File: src/inc/bji_defs.vh
// Constants for the branch, jump and index unit
`ifndef BJI_DEFS_VH
`define BJI_DEFS_VH
// ==========================================
// Register offsets (word addresses, one per register)
`define BJI_OFF_CTRL 4'h0
`define BJI_OFF_OPCODE 4'h1
`define BJI_OFF_OPERAND 4'h2
`define BJI_OFF_CCR 4'h3
`define BJI_OFF_INDEX 4'h4
`define BJI_OFF_STACK 4'h5
`define BJI_OFF_PC 4'h6
`define BJI_OFF_EA 4'h7
`define BJI_OFF_MEMDATA 4'h8
`define BJI_OFF_STATUS 4'h9
`define BJI_OFF_IRQ 4'hA
// ==========================================
// Condition code bit positions
`define BJI_CC_C 0
`define BJI_CC_V 1
`define BJI_CC_Z 2
`define BJI_CC_N 3
`define BJI_CC_I 4
`define BJI_CC_H 5
// ==========================================
// Opcodes handled
`define BJI_OP_NOP 8'h01
`define BJI_OP_RTS 8'h39
`define BJI_OP_RTI 8'h3B
`define BJI_OP_WAI 8'h3E
`define BJI_OP_BSR 8'h8D
`define BJI_OP_CPX_IMM 8'h8C
`define BJI_OP_LDX_IMM 8'hCE
`define BJI_OP_LDX_IDX 8'hEE
`define BJI_OP_JSR_DIR 8'h9D
`define BJI_OP_JSR_IDX 8'hAD
`define BJI_OP_JSR_EXT 8'hBD
`define BJI_BR_HI 4'h2
// ==========================================
// Reset values
`define BJI_RST_CCR 8'hD0
`define BJI_RST_SP 16'h00FF
`endif

File: src/verilog/bji_core.v
// Control-flow and indexed-addressing execution unit with Avalon-MM registers
//
// Function
// - Relative subroutine call reaches -126..+129 from its first byte, relative only.
// - Absolute subroutine call accepts indexed, extended and direct modes.
// - No-operation only advances program counter by one.
// - Conditional branches form eight complementary pairs using offset byte.
// - Branch-never never transfers control, complements branch-always.
// - Signed branches include overflow flag in test.
// - Unsigned branches use carry and zero only.
// - Simple branches each test one flag.
// - Index compare sets N, Z, V and C like a 16-bit compare; H and I unchanged.
// - Indexed address is index plus unsigned offset byte.
// - Indexed address held in temp ea_ff, readable at the EA offset; index unchanged.
// - Indexed index load reads two bytes at the indexed address, replaces index.
// - Immediate index load places instruction constant in index.
// - Direct addressing reaches only page zero 0x00..0xFF.
// - One indexed instruction reaches 256 locations from index.
// - Interrupt sets mask; masked wait released only by non-maskable.
// - Return from interrupt restores every flag from stack.
// - Subroutine calls push return address then load target.
// - Subroutine return pulls two-byte address into program counter.
// - Stack grows down; pointer decrements per push, increments per pull.
//
// Implementation choices: the register addresses and the Avalon-MM slave port.
`timescale 1ns/100ps
module bji_core
(
  // Clock and reset
  input wire mclk_in,
  input wire rst_in,
  // Avalon-MM slave
  input wire [3:0] avs_address_in,
  input wire avs_read_in,
  input wire avs_write_in,
  input wire [31:0] avs_writedata_in,
  output reg [31:0] avs_readdata_out,
  output wire avs_waitrequest_out,
  // Memory port
  output reg [15:0] mem_addr_out,
  output reg [7:0] mem_wdata_out,
  output reg mem_we_out,
  output reg mem_re_out,
  input wire [7:0] mem_rdata_in,
  // Interrupt pins
  input wire irq_in,
  input wire nmi_in,
  // State
  output wire waiting_out
);
`include "bji_defs.vh"
// ==========================================
// Execution states
localparam ST_IDLE = 6'b000001;
localparam ST_RD = 6'b000010;
localparam ST_WR = 6'b000100;
localparam ST_WAIT = 6'b001000;
localparam ST_DONE = 6'b010000;
localparam ST_EXEC = 6'b100000;
reg [5:0] state_ff, nxt_state;
reg [7:0] opcode_ff, ccr_ff, nxt_ccr, nxt_opcode, mwd;
reg [15:0] operand_ff, x_ff, nxt_x, sp_ff, nxt_sp, pc_ff, nxt_pc, ea_ff, nxt_ea;
reg [15:0] tmp_ff, nxt_tmp, mdata_ff;
reg [2:0] cnt_ff, nxt_cnt, nbytes_ff, nxt_nbytes;
reg busy_ff, nxt_busy, pend_rsp_ff, mwe, mre;
reg [15:0] nxt_operand, nxt_mdata, maddr;
reg [1:0] irq_sync_ff, nmi_sync_ff;
wire take;
wire irq_s = irq_sync_ff[1];
wire nmi_s = nmi_sync_ff[1];
wire wr_go = avs_write_in & ~busy_ff;
wire [16:0] cpx_diff = {1'b0, x_ff} - {1'b0, operand_ff};
// ==========================================
// Branch decision
bji_cond_eval u_cond
(
  .sel_in(opcode_ff[3:0]),
  .ccr_in(ccr_ff),
  .take_out(take)
);
assign waiting_out = state_ff[3];
// Reads answer one cycle after they are seen; writes stall while busy
assign avs_waitrequest_out = (avs_read_in & ~pend_rsp_ff) | (avs_write_in & busy_ff);
// ==========================================
// Pin synchronisers
always @(posedge mclk_in or posedge rst_in)
begin
  if (rst_in)
  begin
    irq_sync_ff <= 2'h0;
    nmi_sync_ff <= 2'h0;
  end
  else
  begin
    irq_sync_ff <= {irq_sync_ff[0], irq_in};
    nmi_sync_ff <= {nmi_sync_ff[0], nmi_in};
  end
end
// ==========================================
// Instruction sequencer
always @*
begin
  nxt_state = state_ff;
  nxt_ccr = ccr_ff;
  nxt_x = x_ff;
  nxt_sp = sp_ff;
  nxt_pc = pc_ff;
  nxt_ea = ea_ff;
  nxt_tmp = tmp_ff;
  nxt_cnt = cnt_ff;
  nxt_nbytes = nbytes_ff;
  nxt_busy = busy_ff;
  nxt_opcode = opcode_ff;
  nxt_operand = operand_ff;
  nxt_mdata = mdata_ff;
  maddr = 16'h0000;
  mwd = 8'h00;
  mwe = 1'b0;
  mre = 1'b0;
  case (state_ff)
    ST_IDLE:
    begin
      if (wr_go)
      begin
        case (avs_address_in)
          `BJI_OFF_CTRL: if (avs_writedata_in[0])
          begin
            nxt_busy = 1'b1;
            nxt_state = ST_EXEC;
          end
          `BJI_OFF_OPCODE: nxt_opcode = avs_writedata_in[7:0];
          `BJI_OFF_OPERAND: nxt_operand = avs_writedata_in[15:0];
          `BJI_OFF_CCR: nxt_ccr = avs_writedata_in[7:0];
          `BJI_OFF_INDEX: nxt_x = avs_writedata_in[15:0];
          `BJI_OFF_STACK: nxt_sp = avs_writedata_in[15:0];
          `BJI_OFF_PC: nxt_pc = avs_writedata_in[15:0];
          default: nxt_state = ST_IDLE;
        endcase
      end
    end
    ST_EXEC:
    begin
      nxt_cnt = 3'h0;
      nxt_state = ST_DONE;
      if (opcode_ff[7:4] == `BJI_BR_HI)
      begin
        nxt_pc = pc_ff + 16'h0002;
        if (take)
          nxt_pc = pc_ff + 16'h0002 + {{8{operand_ff[7]}}, operand_ff[7:0]};
      end
      else
      begin
        case (opcode_ff)
          `BJI_OP_NOP: nxt_pc = pc_ff + 16'h0001;
          `BJI_OP_CPX_IMM:
          begin
            nxt_pc = pc_ff + 16'h0003;
            nxt_ccr[`BJI_CC_Z] = (cpx_diff[15:0] == 16'h0000);
            nxt_ccr[`BJI_CC_N] = cpx_diff[15];
            nxt_ccr[`BJI_CC_C] = cpx_diff[16];
            nxt_ccr[`BJI_CC_V] = (x_ff[15] ^ operand_ff[15]) & (x_ff[15] ^ cpx_diff[15]);
          end
          `BJI_OP_LDX_IMM:
          begin
            nxt_pc = pc_ff + 16'h0003;
            nxt_x = operand_ff;
            nxt_ccr[`BJI_CC_N] = operand_ff[15];
            nxt_ccr[`BJI_CC_Z] = (operand_ff == 16'h0000);
            nxt_ccr[`BJI_CC_V] = 1'b0;
          end
          `BJI_OP_LDX_IDX:
          begin
            nxt_pc = pc_ff + 16'h0002;
            nxt_ea = x_ff + {8'h00, operand_ff[7:0]};
            nxt_nbytes = 3'h2;
            nxt_state = ST_RD;
          end
          `BJI_OP_BSR, `BJI_OP_JSR_DIR, `BJI_OP_JSR_IDX, `BJI_OP_JSR_EXT:
          begin
            nxt_tmp = pc_ff + ((opcode_ff == `BJI_OP_JSR_EXT) ? 16'h0003 : 16'h0002);
            case (opcode_ff)
              `BJI_OP_BSR: nxt_ea = pc_ff + 16'h0002 + {{8{operand_ff[7]}}, operand_ff[7:0]};
              `BJI_OP_JSR_DIR: nxt_ea = {8'h00, operand_ff[7:0]};
              `BJI_OP_JSR_IDX: nxt_ea = x_ff + {8'h00, operand_ff[7:0]};
              default: nxt_ea = operand_ff;
            endcase
            nxt_nbytes = 3'h2;
            nxt_state = ST_WR;
          end
          `BJI_OP_RTS:
          begin
            nxt_nbytes = 3'h2;
            nxt_state = ST_RD;
          end
          `BJI_OP_RTI:
          begin
            nxt_nbytes = 3'h7;
            nxt_state = ST_RD;
          end
          `BJI_OP_WAI:
          begin
            nxt_pc = pc_ff + 16'h0001;
            nxt_state = ST_WAIT;
          end
          default: nxt_pc = pc_ff + 16'h0001;
        endcase
      end
    end
    ST_WR:
    begin
      // Push return address low byte first, stack grows down
      mwe = 1'b1;
      maddr = sp_ff;
      mwd = (cnt_ff == 3'h0) ? tmp_ff[7:0] : tmp_ff[15:8];
      nxt_sp = sp_ff - 16'h0001;
      nxt_cnt = cnt_ff + 3'h1;
      if (cnt_ff == nbytes_ff - 3'h1)
      begin
        nxt_pc = ea_ff;
        nxt_state = ST_DONE;
      end
    end
    ST_RD:
    begin
      // Address goes out one cycle; its byte is taken while the strobe stands
      mre = (cnt_ff != nbytes_ff);
      nxt_cnt = cnt_ff + 3'h1;
      if (!mre)
        nxt_state = ST_DONE;
      if (opcode_ff == `BJI_OP_LDX_IDX)
        maddr = ea_ff + {13'h0000, cnt_ff};
      else
      begin
        maddr = sp_ff + 16'h0001;
        if (mre)
          nxt_sp = sp_ff + 16'h0001;
      end
      if (mem_re_out)
      begin
        if (opcode_ff == `BJI_OP_LDX_IDX)
        begin
          if (cnt_ff == 3'h1)
            nxt_tmp = {mem_rdata_in, tmp_ff[7:0]};
          else
          begin
            nxt_x = {tmp_ff[15:8], mem_rdata_in};
            nxt_mdata = {tmp_ff[15:8], mem_rdata_in};
            nxt_ccr[`BJI_CC_N] = tmp_ff[15];
            nxt_ccr[`BJI_CC_Z] = ({tmp_ff[15:8], mem_rdata_in} == 16'h0000);
            nxt_ccr[`BJI_CC_V] = 1'b0;
          end
        end
        else if (opcode_ff == `BJI_OP_RTS)
        begin
          if (cnt_ff == 3'h1)
            nxt_pc = {mem_rdata_in, pc_ff[7:0]};
          else
            nxt_pc = {pc_ff[15:8], mem_rdata_in};
        end
        else
        begin
          case (cnt_ff)
            3'h1: nxt_ccr = {2'b11, mem_rdata_in[5:0]};
            3'h4: nxt_x = {mem_rdata_in, x_ff[7:0]};
            3'h5: nxt_x = {x_ff[15:8], mem_rdata_in};
            3'h6: nxt_pc = {mem_rdata_in, pc_ff[7:0]};
            3'h7: nxt_pc = {pc_ff[15:8], mem_rdata_in};
            default: nxt_mdata = {mdata_ff[7:0], mem_rdata_in};
          endcase
        end
      end
    end
    ST_WAIT:
    begin
      // Masked wait leaves only on the non-maskable line
      if (nmi_s | (irq_s & ~ccr_ff[`BJI_CC_I]))
      begin
        nxt_ccr[`BJI_CC_I] = 1'b1;
        nxt_state = ST_DONE;
      end
    end
    ST_DONE:
    begin
      nxt_busy = 1'b0;
      nxt_state = ST_IDLE;
    end
    default: nxt_state = ST_IDLE;
  endcase
end
// ==========================================
// State registers
always @(posedge mclk_in or posedge rst_in)
begin
  if (rst_in)
  begin
    state_ff <= ST_IDLE;
    ccr_ff <= `BJI_RST_CCR;
    x_ff <= 16'h0000;
    sp_ff <= `BJI_RST_SP;
    pc_ff <= 16'h0000;
    ea_ff <= 16'h0000;
    tmp_ff <= 16'h0000;
    cnt_ff <= 3'h0;
    nbytes_ff <= 3'h0;
    busy_ff <= 1'b0;
    opcode_ff <= `BJI_OP_NOP;
    operand_ff <= 16'h0000;
    mdata_ff <= 16'h0000;
    mem_addr_out <= 16'h0000;
    mem_wdata_out <= 8'h00;
    mem_we_out <= 1'b0;
    mem_re_out <= 1'b0;
  end
  else
  begin
    state_ff <= nxt_state;
    ccr_ff <= nxt_ccr;
    x_ff <= nxt_x;
    sp_ff <= nxt_sp;
    pc_ff <= nxt_pc;
    ea_ff <= nxt_ea;
    tmp_ff <= nxt_tmp;
    cnt_ff <= nxt_cnt;
    nbytes_ff <= nxt_nbytes;
    busy_ff <= nxt_busy;
    opcode_ff <= nxt_opcode;
    operand_ff <= nxt_operand;
    mdata_ff <= nxt_mdata;
    mem_addr_out <= maddr;
    mem_wdata_out <= mwd;
    mem_we_out <= mwe;
    mem_re_out <= mre;
  end
end
// ==========================================
// Register read path
always @(posedge mclk_in or posedge rst_in)
begin
  if (rst_in)
  begin
    pend_rsp_ff <= 1'b0;
    avs_readdata_out <= 32'h00000000;
  end
  else
  begin
    pend_rsp_ff <= avs_read_in & ~pend_rsp_ff;
    case (avs_address_in)
      `BJI_OFF_CTRL: avs_readdata_out <= {31'h00000000, busy_ff};
      `BJI_OFF_OPCODE: avs_readdata_out <= {24'h000000, opcode_ff};
      `BJI_OFF_OPERAND: avs_readdata_out <= {16'h0000, operand_ff};
      `BJI_OFF_CCR: avs_readdata_out <= {24'h000000, ccr_ff};
      `BJI_OFF_INDEX: avs_readdata_out <= {16'h0000, x_ff};
      `BJI_OFF_STACK: avs_readdata_out <= {16'h0000, sp_ff};
      `BJI_OFF_PC: avs_readdata_out <= {16'h0000, pc_ff};
      `BJI_OFF_EA: avs_readdata_out <= {16'h0000, ea_ff};
      `BJI_OFF_MEMDATA: avs_readdata_out <= {16'h0000, mdata_ff};
      `BJI_OFF_STATUS: avs_readdata_out <= {26'h0000000, state_ff};
      `BJI_OFF_IRQ: avs_readdata_out <= {30'h00000000, nmi_s, irq_s};
      default: avs_readdata_out <= 32'h00000000;
    endcase
  end
end
endmodule // bji_core

File: src/verilog/bji_cond_eval.v
// Branch condition evaluator for the sixteen relative branches
`timescale 1ns/100ps
module bji_cond_eval
(
  // Branch selector and flags
  input wire [3:0] sel_in,
  input wire [7:0] ccr_in,
  // Decision
  output reg take_out
);
`include "bji_defs.vh"
wire c = ccr_in[`BJI_CC_C];
wire v = ccr_in[`BJI_CC_V];
wire z = ccr_in[`BJI_CC_Z];
wire n = ccr_in[`BJI_CC_N];
reg base;
always @*
begin
  // Even codes test a condition, odd codes the complement
  case (sel_in[3:1])
    3'h0: base = 1'b1;
    3'h1: base = ~(c | z);
    3'h2: base = ~c;
    3'h3: base = ~z;
    3'h4: base = ~v;
    3'h5: base = ~n;
    3'h6: base = ~(n ^ v);
    3'h7: base = ~(z | (n ^ v));
    default: base = 1'b0;
  endcase
  take_out = base ^ sel_in[0];
end
endmodule // bji_cond_eval

File: config.mk
export PLATFORM = sky130hd
export DESIGN_NAME = bji_core
export DESIGN_NICKNAME = d
export VERILOG_FILES = /design/src/verilog/bji_core.v /design/src/verilog/bji_cond_eval.v
export VERILOG_INCLUDE_DIRS = /design/src /design/src/inc
export SDC_FILE = /design/constraint.sdc
export NUM_CORES = 1
export LEC_CHECK = 0
export BUFFER_PORTS_ARGS = -buffer_cell sky130_fd_sc_hd__buf_2
export CAP_MARGIN = 5
export CORE_MARGIN = 1.5
export CORE_UTILIZATION = 60
export DETAILED_ROUTE_END_ITERATION = 10
export PLACE_DENSITY_LB_ADDON = 0.15
export SETUP_SLACK_MARGIN = 0.4
export SLEW_MARGIN = 20
export SYNTH_ARGS = -nofsm -noshare
export SYNTH_HDL_FRONTEND = slang
export SYNTH_HIERARCHICAL = 1
export SYNTH_SLANG_ARGS = --single-unit
File: constraint.sdc
create_clock -name mclk_in -period 7.65 [get_ports mclk_in]
set_input_delay 0.3825 -clock mclk_in [delete_from_list [all_inputs] [get_ports mclk_in]]
set_output_delay 0.3825 -clock mclk_in [all_outputs]
set_load 0.005 [all_outputs]
After elaboration in Yosys (flattened, before gate mapping)
Cells that the tools add are included.

cells by class
  add/sub/neg operators = 12
  eq/ne operators = 81
  mux-type cells = 78
  bitwise gates (word level) = 25
  reductions and logical operators = 42

operator list
  operator                                               count
  2-to-1 mux 16 bit                                      30
  one-hot mux 16 bit (3 select lines)                    4
  one-hot mux 16 bit (11 select lines)                   1
  one-hot mux 16 bit (2 select lines)                    5
  one-hot mux 16 bit (4 select lines)                    1
  == test 8 bit, second input constant                   7
  2-to-1 mux 8 bit                                       7
  logical NOT 16 bit                                     3
  AND reduction 10 bit                                   4
  inequality test 3 bit, second input constant           11
  adder 16 x 1 -> 16 bit, second input constant          2
  adder 16 x 2 -> 16 bit, second input constant          2
  2-to-1 mux 6 bit                                       5
  inequality test 2 bit, second input constant           15
  one-hot mux 6 bit (5 select lines)                     1
  == test 3 bit, second input constant                   8
  == test 8 x 6 -> 1 bit, second input constant          3
  one-hot mux 3 bit (2 select lines)                     4
  inequality test 2 x 1 -> 1 bit, second input constant  9
  AND reduction 9 bit                                    2
  OR reduction 6 bit                                     3
  subtractor 16 x 16 -> 17 bit                           1
  adder 16 bit                                           1
  adder 16 x 2 -> 16 bit                                 1
  50 further kinds                                       108

storage, ports and cells
  register bits after elaboration = 204
  word-level logic and storage cells = 265

Logic depth before layout (Yosys ltp)
Gate-level depths: netlist (run 1).

  word-level depth = 8
  gate-level depth with buffers = 14
  depth with buffers taken out = 13

Cells and area by module
Netlist (run 1), hierarchy kept.

modules (own cells, without submodules)
  module         instances  cells an instance  area an instance (sq um)  sequential area each (sq um)
  bji_core       1          1662               14038.5                   4695.8
  bji_cond_eval  1          11                 82.6                      0.0

Worst setup path after synthesis (run 1)
OpenSTA, ideal clock, no wires.

  path type = reg-to-reg
  from = reg pc_ff[2]
  to = reg pc_ff[14]
  setup time = 131 ps
  arrival time = 3143 ps
  required time = 7519 ps
  slack = 4376 ps
  cell stages (with the launch flop) = 14
  path buffers = 2
  period minus slack after synthesis = 3274 ps
  path through = dfrtp_1 -> clkbuf_1 -> nand3_1 -> or2_2 -> clkbuf_1 -> xnor2_1 -> ha_1 -> nand2_1 -> nand2_1 -> or3_1 -> a41o_1 -> a211oi_1 -> nor3_1 -> or3_1

between the ends
  cells in the longest elaborated chain, start to end = 5

ends and longest elaborated chain
  what                                     RTL line                                        text
  start, declared                          bji_core.v:62                                   reg [15:0] operand_ff, x_ff, nxt_x, sp_ff, nxt_sp, pc_ff, nxt_pc, ea_ff, nxt_ea;
  start signal, assigned                   bji_core.v:320                                  pc_ff <= nxt_pc;
  adder 16 x 2 -> 16 bit                   bji_core.v:147, bji_core.v:149, bji_core.v:173
  adder 16 bit                             bji_core.v:149                                  nxt_pc = pc_ff + 16'h0002 + {{8{operand_ff[7]}}, operand_ff[7:0]};
  2-to-1 mux 16 bit                        bji_core.v:148                                  if (take)
  2-to-1 mux 16 bit (*)                    bji_core.v:145                                  if (opcode_ff[7:4] == `BJI_BR_HI)
  one-hot mux 16 bit (4 select lines) (*)  bji_core.v:120                                  case (state_ff)

Every way passes the cells marked *; elsewhere a longest branch is shown, timed or not.
A chain may end at the register's enable or synchronous reset.

Worst setup path after layout (run 1)
  from = reg pc_ff[1]
  to = reg pc_ff[10]

Same word-level chain as after synthesis.

==> impl_metrics.json, run 1 <==
{
  "ant_nets": 0,
  "critPathMaxFanout": 8,
  "num_antenna_cells": 0,
  "finalHoldViolCount": 0,
  "hp-class": "in2async",
  "area_growth_pct": 7.43,
  "status": "finished, final reports clean",
  "die-area_sq_mm": 0.0245,
  "overflow": 0,
  "slew_viol_final": 0,
  "initial_core_util": 0.618,
  "postSynthCellCount": 1673,
  "wirelength_microns": 53700,
  "drt_iter0_markers": 2048,
  "critPathRequiredTime_ns": 7.94,
  "synth.avg_cell_area_sq_um": 8.44,
  "pwr-share-clk": 0.192,
  "p_per_area_mw_per_mm2": 307,
  "cts_buffers": 17,
  "drive_gt1_frac": 0.142,
  "yosysSeqAreaShare": 0.333,
  "finalSetupViolCount": 0,
  "n_fill_cell": 1992,
  "startpoint_type": "flip-flop",
  "synth_top_area_cell": "dfrtp_1",
  "pin_count": 110,
  "swShare": 0.466,
  "gp_congestion": 1.01,
  "fin_skew_ns": 0.0190,
  "worst_pin_slew_ns": 1.15,
  "core_area_sq_mm": 0.0228,
  "h-tree-depth": 4,
  "cts_resized": 0,
  "yosys_most_used_dff": "dfrtp_1",
  "netlist.area_leader.share": 0.308,
  "rsz0062_at_grt": "false",
  "num-nets-final": 1795,
  "firstDrtPassIters": 7,
  "io_buffers": 77,
  "cts_tree": "built",
  "grt_max_degree": 106,
  "ys_ff_latch": 187,
  "root_buffer": "clkbuf_16",
  "fin_crit_sh": 0.560,
  "rows": 55,
  "slew_headroom": 0.229,
  "async_flop_share": 1.00,
  "final_cell_mix": "174 x dfrtp_1, 161 x nor2_1, 152 x nand2_1",
  "clock_latency_ns": 0.45,
  "vias_per_cell": 7.03,
  "crit_arrival_ns": 4.57,
  "ir_drop_mv": 0.299,
  "yosys_warnings": 6,
  "pwr-share-comb": 0.439,
  "synth-edff-count": 0,
  "timing.setup.tns_ns": 0,
  "vias": 14100,
  "cts_setup_buffers": 0,
  "clockBufferDepth": 2,
  "synthTopCellsByArea": "dfrtp_1 31%, ha_1 5.3%, mux2_2 4.7%",
  "cap_violations": 0,
  "grt_usage": 0.448,
  "cts_hold_buf": 0,
  "route.detailed.drc": 0,
  "p_leak_nw": 6.63,
  "post-route-min-period_ns": 4.28,
  "syn_area_sq_mm": 0.0141,
  "hpwl_microns": 39100,
  "drt-wirelength-per-cell_microns": 26.7,
  "fp.dieW_microns": 156,
  "p_int_mw": 2.48,
  "crit_type": "reg2reg",
  "cts_sinks": 187,
  "end_kind": "flip-flop",
  "grt_antenna_before_repair": 1,
  "fmax_ghz": 0.234,
  "p_sw_mw": 2.17,
  "mostFrequentLayoutCell": "dfrtp_1",
  "grt_pass1_vias": 13200,
  "power_mw": 4.65,
  "seqPwrFrac": 0.369,
  "grt_first_pass_wirelength_microns": 81000,
  "clkTransAtPathRegs_ns": 0.08,
  "die_h_microns": 156,
  "synth_cell_types": 93
}
-- Yosys cell counts, types with 19 or more instances --
| cell | count |
|---|---|
| xor2_1 | 38 |
| buf_2 | 19 |
| o21ai_0 | 117 |
| mux2_2 | 59 |
| nor3_1 | 57 |
| mux2i_1 | 25 |
| inv_1 | 48 |
| nor4_1 | 19 |
| o22ai_1 | 23 |
| a21oi_1 | 81 |
| nand2_1 | 152 |
| a22oi_1 | 56 |
| nand3_1 | 46 |
| nor2_1 | 163 |
| xnor2_1 | 49 |
| ha_1 | 60 |
| a31oi_1 | 32 |
| and3_1 | 25 |
| dfrtp_1 | 174 |
| clkbuf_1 | 83 |
-- routing by layer --
metal / up-vias / track usage / wire length [microns] / part of all wire
met2: 1052 / 0.657 / 22700 / 0.42
met4: 2 / 0.226 / 3060 / 0.057
met1: 6678 / 0.595 / 20600 / 0.38
li1: 6162 / - / - / -
met3: 223 / 0.140 / 7240 / 0.13
met5: - / 0 / 13 / 0.00024
-- worst paths after layout --
path | start | endpoint | slack, ns | cells past startpoint
max in group asynchronous | rst_in | pc_ff[0] | 6.31 | 3
max reg2reg | pc_ff[1] | pc_ff[10] | 3.37 | 11
min reg2reg | nmi_sync_ff[0] | nmi_sync_ff[1] | 0.36 | 0
min in group mclk_in | irq_in | irq_sync_ff[0] | 0.04 | 1
max | pc_ff[1] | pc_ff[10] | 3.37 | 11
min | rst_in | mem_addr_out[12] | 0.02 | 2
-- area by class of cell --
class | count | area, sq um | area share
multi-input cells | 1325 | 8750 | 0.577
flip-flops and latches | 187 | 4700 | 0.310
repair buffers | 100 | 562 | 0.0370
clock buffers | 19 | 443 | 0.0292
well taps | 313 | 392 | 0.0258
inverters | 50 | 195 | 0.0129
clock inverters | 13 | 133 | 0.00874
-- cells by family after synthesis --
family | Yosys count | synth area share
other | 1 | 0.000266
DFF | 187 | 0.333
AOI/OAI and AO/OA | 500 | 0.240
buffers and inverters | 176 | 0.0533
adders and majority gates | 64 | 0.0588
and+or+nand+nor | 574 | 0.196
muxes | 84 | 0.0648
xor gates and xnor gates | 87 | 0.0540
-- registers in the layout, indices dropped and copies added (netlist names), 16 cells and up --
name and flops:
avs_readdata_out 16, ea_ff 16, mdata_ff 16, mem_addr_out 16, operand_ff 16, pc_ff 16
sp_ff 16, tmp_ff 16, x_ff 16
-- worst max-delay path: stages (launching register included) --
cell       delay, ns
dfrtp_1         0.66
inv_1           0.27
ha_1            0.38
inv_1           0.05
ha_1            0.33
nor2b_1         0.17
o31a_1          0.29
or3_1           0.37
a41o_1          0.31
xor2_1          0.18
a2111oi_0       0.98
o31ai_1         0.15
-- power by group through the flow --
stage,Combinational [mW],Clock (mW),Sequential [mW]
after detailed placement,1.98,0,1.69
final,2.04,0.892,1.72
after global placement,1.94,0,1.68
after global routing,2.24,0.925,1.72
after CTS,1.99,0.892,1.67
after floorplan,1.66,0,1.36
-- through the flow --
| stage | worst slack, ns | hold WS (ns) | instance area [sq um] | instances | util |
|---|---|---|---|---|---|
| 3_5_place_dp | 3.68 | 0.343 | 14600 | 1975 | 0.638 |
| 3_3_place_gp | 3.70 | 0.333 | 14600 | 1975 | 0.638 |
| 4_1_cts | 3.66 | 0.0259 | 15200 | 2007 | 0.664 |
| 2_1_floorplan | 2.20 | 0.331 | 14200 | 1688 | - |
| 5_1_grt | 3.32 | 0.0273 | 15200 | 2007 | 0.664 |
| 6_report | 3.37 | 0.0245 | 15200 | 2007 | 0.664 |
No activity file was read; power rests on OpenSTA's default activity.
==> run 2, diff against run 1 <==
--- a/config.mk
+++ b/config.mk
@@ -9,7 +9,7 @@
 export BUFFER_PORTS_ARGS = -buffer_cell sky130_fd_sc_hd__buf_2
 export CAP_MARGIN = 5
 export CORE_MARGIN = 1.5
-export CORE_UTILIZATION = 60
+export CORE_UTILIZATION = 56
 export DETAILED_ROUTE_END_ITERATION = 10
 export PLACE_DENSITY_LB_ADDON = 0.15
 export SETUP_SLACK_MARGIN = 0.4
==> constraint.sdc (replaced) <==
create_clock -name mclk_in -period 3.7 [get_ports mclk_in]
set_input_delay 0.185 -clock mclk_in [delete_from_list [all_inputs] [get_ports mclk_in]]
set_output_delay 0.185 -clock mclk_in [all_outputs]
set_load 0.005 [all_outputs]
==> run 2 against run 1 <==
  * Flip-flop and latch count stayed put
  * Global-route usage is 1.9 points lower
  * Clock power is 120% higher
  * Die area is 7.0% higher
  * Clock skew is 0.0036 ns higher
  * Non-clock buffer count is 53 higher
  * Critical endpoint is now pc_ff[14]
==> impl_metrics.json, run 2 (synthesis results as in run 1) <==
{
  "status": "finished, final reports clean",
  "final_cell_mix": "171 x dfrtp_1, 161 x nor2_1, 152 x nand2_1",
  "mostFrequentLayoutCell": "dfrtp_1",
  "cts_buffers": 17,
  "worst_pin_slew_ns": 1.10,
  "gp_congestion": 0.995,
  "slew_viol_final": 0,
  "rsz0062_at_grt": "true",
  "fp.dieW_microns": 162,
  "end_kind": "flip-flop",
  "timing.setup.tns_ns": 0,
  "die-area_sq_mm": 0.0262,
  "placed_cells": 2035,
  "p_per_area_mw_per_mm2": 644,
  "cts_tree": "built",
  "num-nets-final": 1848,
  "pin_count": 110,
  "crit_family": "simple AND/OR/NAND/NOR gates",
  "h-tree-depth": 4,
  "fin_crit_sh": 0.891,
  "fmax_ghz": 0.303,
  "cpMaxStageDelayCell": "or3_1",
  "wirelength_microns": 55800,
  "multiInputGateArea_sq_mm": 0.00883,
  "hp-class": "in2reg",
  "clockBufferDepth": 2,
  "slowest_delay_ns": 0.53,
  "p_leak_nw": 6.92,
  "finalSetupViolCount": 0,
  "crit_type": "reg2reg",
  "critPathMaxFanout": 8,
  "fin_skew_ns": 0.0226,
  "setup_ws_ns": 0.404,
  "startpoint_type": "flip-flop",
  "cap_violations": 0,
  "ant_nets": 0,
  "pre_cts_ws_ns": 0.385,
  "n_fill_cell": 2152,
  "post-route-min-period_ns": 3.30,
  "initial_core_util": 0.576,
  "drive_gt1_frac": 0.172,
  "vias": 14300,
  "cts_sinks": 187,
  "slew_headroom": 0.259,
  "cp_cell_sequence": "nand2_1 -> nor4b_4 -> inv_1 -> fa_1 -> or3_1 -> nor3_1 -> xnor2_1 -> o22a_1 -> a21oi_1 -> or3_1",
  "area_growth_pct": 11.4,
  "crit_buf_inv": 1,
  "fin_hold_ws_ns": 0.00417,
  "regArea_sq_mm": 0.00470,
  "clock_latency_ns": 0.45,
  "grt_max_degree": 119,
  "root_buffer": "clkbuf_16",
  "rows": 57,
  "overflow": 0,
  "grt_usage": 0.428,
  "drt-wirelength-per-cell_microns": 26.9,
  "grt_first_pass_wirelength_microns": 83700,
  "grt_pass1_vias": 13200,
  "clkTransAtPathRegs_ns": 0.09,
  "die_h_microns": 162,
  "drt_iter0_markers": 2306,
  "crit_arrival_ns": 3.63,
  "critPathMostFrequentCell": "or3_1",
  "firstDrtPassIters": 7,
  "grt_antenna_before_repair": 1,
  "critPathRequiredTime_ns": 4.04,
  "stdcell_count": 2071,
  "vias_per_cell": 6.91,
  "hpwl_microns": 41600,
  "num_antenna_cells": 0,
  "ir_drop_mv": 0.506,
  "core_area_sq_mm": 0.0245,
  "finalHoldViolCount": 0,
  "io_buffers": 77,
  "route.detailed.drc": 0
}
## run 2: final cells by class
class                           instances  share of cell area
Clock buffer                           19              0.0288
Inverter                               50              0.0122
Sequential cell                       187               0.299
Multi-Input combinational cell       1325               0.561
Timing Repair Buffer                  153              0.0620
Clock inverter                         13              0.0111
Tap cell                              324              0.0258
## run 2: per-stage QoR
stage	utilization	total power [mW]	area (sq um)
floorplan	-	6.26	14200
global placement	0.610	7.79	15000
detailed placement	0.610	7.86	15000
CTS	0.637	9.85	15600
global route	0.641	10.6	15700
finish	0.641	10.1	15700
## run 2: worst paths after layout
| path | slack [ns] | to | cells after the start | from |
|---|---|---|---|---|
| hold reg to reg | 0.35 | nmi_sync_ff[1] | 0 | nmi_sync_ff[0] |
| max in group asynchronous | 2.38 | pc_ff[8] | 4 | rst_in |
| setup / recovery | 0.40 | pc_ff[14] | 10 | opcode_ff[2] |
| hold / removal | 0.004 | pend_rsp_ff | 2 | avs_read_in |
| setup reg to reg | 0.40 | pc_ff[14] | 10 | opcode_ff[2] |
| min in group asynchronous | 0.21 | sp_ff[13] | 3 | rst_in |
## run 2: what timing repair did
action | 4_1_cts | 5_1_grt
endpoints found under the hold margin | 9 | 0
pin swaps | 0 | 4
gates resized for setup | 2 | 14
hold buffers | 3 | 0
gates cloned | 0 | 0
setup buffers | 0 | 1
setup endpoints to repair | 2 | 18
## run 2: where the power goes
group / switching [mW] / total (mW) / internal [mW]
combinational: 2.91 / 4.87 / 1.97
sequential: 0.784 / 3.25 / 2.47
clock: 0.930 / 2.00 / 1.07
## run 2: routing by layer
layer,wire (microns),share of wire,global-route usage
met1,22300,0.40,0.598
met2,23400,0.42,0.624
met3,7070,0.13,0.104
met4,2860,0.051,0.200
met5,72,0.0013,0.0189
==> run 3, diff against run 2 <==
--- a/config.mk
+++ b/config.mk
@@ -8,6 +8,7 @@
 export LEC_CHECK = 0
 export BUFFER_PORTS_ARGS = -buffer_cell sky130_fd_sc_hd__buf_2
 export CAP_MARGIN = 5
+export CORE_ASPECT_RATIO = 0.9
 export CORE_MARGIN = 1.5
 export CORE_UTILIZATION = 56
 export DETAILED_ROUTE_END_ITERATION = 10
==> run 3 against run 2 <==
  * Final cell count is 1.1% higher
  * Core utilization is 0.23 points higher
  * Via count is 1.1% higher
  * Cell area is 0.33% higher
  * Fmax is 0.87% higher
  * First-iteration DRC count is 6.9% lower
  * Setup slack better by 0.028 ns
  * Clock power is 7% lower
  * Largest cell class unchanged
==> impl_metrics.json, run 3 (synthesis results as in run 1) <==
{
  "ff2ff_path_depth": 12,
  "route.detailed.drc": 0,
  "rsz0062_at_grt": "true",
  "drt-wirelength-per-cell_microns": 26.9,
  "slowest_delay_ns": 0.44,
  "mostFrequentLayoutCell": "dfrtp_1",
  "clockBufferDepth": 2,
  "endpoint": "ea_ff[15]",
  "wirelength_microns": 56300,
  "fin_crit_sh": 0.883,
  "fmax_ghz": 0.306,
  "cts_buffers": 17,
  "rrSetupSlack_ns": 0.43,
  "overflow": 0,
  "root_buffer": "clkbuf_16",
  "cap_violations": 0,
  "pre_cts_ws_ns": 0.380,
  "gp_congestion": 1.04,
  "startpoint_type": "flip-flop",
  "critPathMostFrequentCell": "a31oi_1",
  "slew_viol_final": 0,
  "num-nets-final": 1857,
  "crit_buf_inv": 0,
  "regArea_sq_mm": 0.00470,
  "n_fill_cell": 2195,
  "cts_sinks": 187,
  "p_leak_nw": 6.94,
  "cts_tree": "built",
  "drt_iter0_markers": 2146,
  "die-area_sq_mm": 0.0262,
  "crit_path_start": "pc_ff[1]",
  "critPathRequiredTime_ns": 4.07,
  "grt_pass1_vias": 13400,
  "finalSetupViolCount": 0,
  "grt_usage": 0.436,
  "ant_nets": 0,
  "vias_per_cell": 6.91,
  "fin_skew_ns": 0.0143,
  "post-route-min-period_ns": 3.27,
  "critPathMaxFanout": 7,
  "hpwl_microns": 41900,
  "clock_latency_ns": 0.45,
  "h-tree-depth": 4,
  "drive_gt1_frac": 0.179,
  "crit_family": "compound AO/OA/AOI/OAI gates",
  "grt_first_pass_wirelength_microns": 84500,
  "area_growth_pct": 11.7,
  "cpMaxStageDelayCell": "dfrtp_1",
  "setup_ws_ns": 0.433,
  "die_h_microns": 154,
  "initial_core_util": 0.576,
  "vias": 14500,
  "timing.rr.end": "ea_ff[15]",
  "p_per_area_mw_per_mm2": 639,
  "crit_arrival_ns": 3.63,
  "finalHoldViolCount": 0,
  "stdcell_count": 2093,
  "io_buffers": 77,
  "grt_max_degree": 105,
  "power_mw": 10.1,
  "core_area_sq_mm": 0.0245,
  "timing.setup.tns_ns": 0,
  "path_depth": 12,
  "crit_type": "reg2reg",
  "placed_cell_area_sq_mm": 0.0150,
  "end_kind": "flip-flop",
  "status": "finished, final reports clean",
  "rr_startpoint": "pc_ff[1]",
  "slew_headroom": 0.301,
  "ir_drop_mv": 0.537,
  "pin_count": 110,
  "fp.dieW_microns": 170,
  "grt_antenna_before_repair": 1,
  "rows": 54,
  "post-route-cell-area_sq_mm": 0.0158,
  "multiInputGateArea_sq_mm": 0.00884,
  "worst_pin_slew_ns": 1.05,
  "cp_cell_sequence": "nand3_1 -> or2_2 -> nor2_1 -> xor2_1 -> ha_1 -> a21o_1 -> a31oi_1 -> o21a_1 -> o31ai_2 -> a31oi_2 -> mux2_2 -> a31oi_1",
  "clkTransAtPathRegs_ns": 0.08,
  "final_cell_mix": "169 x dfrtp_1, 161 x nor2_1, 152 x nand2_1",
  "firstDrtPassIters": 6,
  "placed_cells": 2048,
  "hp-class": "in2reg"
}
[run 3: cell count changes in the layout (fill, tap and decap cells not counted), moves of 2 or more]
cell | previous run | this run
clkinv_4 | 0 | 2
inv_6 | 2 | 5
o21ai_4 | 2 | 0
dlygate4sd3_1 | 3 | 5
inv_8 | 4 | 1
buf_4 | 72 | 79
o21ai_2 | 0 | 2
dfrtp_2 | 3 | 5
dfrtp_1 | 171 | 169
bufinv_16 | 2 | 0
[run 3: area by class of cell]
type,instances,area share
tap,336,0.0266
inverter,50,0.0121
clock buffer,21,0.0298
sequential,187,0.298
multi-input combinational,1325,0.560
clock inverter,11,0.00658
timing repair buffer,162,0.0664
antenna,1,0.000159
[run 3: routing by layer]
metal | GRT usage | routed length [microns] | vias to the layer above
met2 | 0.622 | 23300 | 1041
met1 | 0.609 | 22600 | 6959
li1 | - | - | 6268
met5 | 0 | 0 | -
met3 | 0.118 | 7210 | 202
met4 | 0.210 | 3110 | 0
[run 3: power by group]
part,internal (mW),switching (mW),total [mW]
logic,2.01,2.93,4.95
registers,2.47,0.803,3.27
clock network,0.940,0.922,1.86
total,5.42,4.66,10.1
[run 3: metrics by stage]
| step | hold slack, ns | utilization |
|---|---|---|
| 6_report | 0.0517 | 0.643 |
| 5_1_grt | 0.0315 | 0.643 |
| 4_1_cts | 0.0366 | 0.637 |
| 3_5_place_dp | 0.153 | 0.612 |
| 3_3_place_gp | 0.148 | 0.612 |
| 2_1_floorplan | 0.216 | - |
[run 3: what timing repair did]
action / CTS / global route
hold buffers: 5 / 0
setup buffers: 0 / 7
cloned: 0 / 0
gates resized for setup: 2 / 19
pin swaps: 1 / 3
hold endpoints to repair: 12 / 0
setup endpoints to repair: 2 / 15
[run 3: worst min-delay path by stage]
stage | startpoint | to | slack (ns) | cells after the start
after global routing | avs_writedata_in[15] | operand_ff[15] | 0.03 | 2
final | avs_writedata_in[15] | operand_ff[15] | 0.05 | 2
after CTS | avs_writedata_in[15] | operand_ff[15] | 0.04 | 2
after detailed placement | rst_in | busy_ff | 0.15 | 2
after global placement | rst_in | busy_ff | 0.15 | 2
after floorplan | irq_in | irq_sync_ff[0] | 0.22 | 0
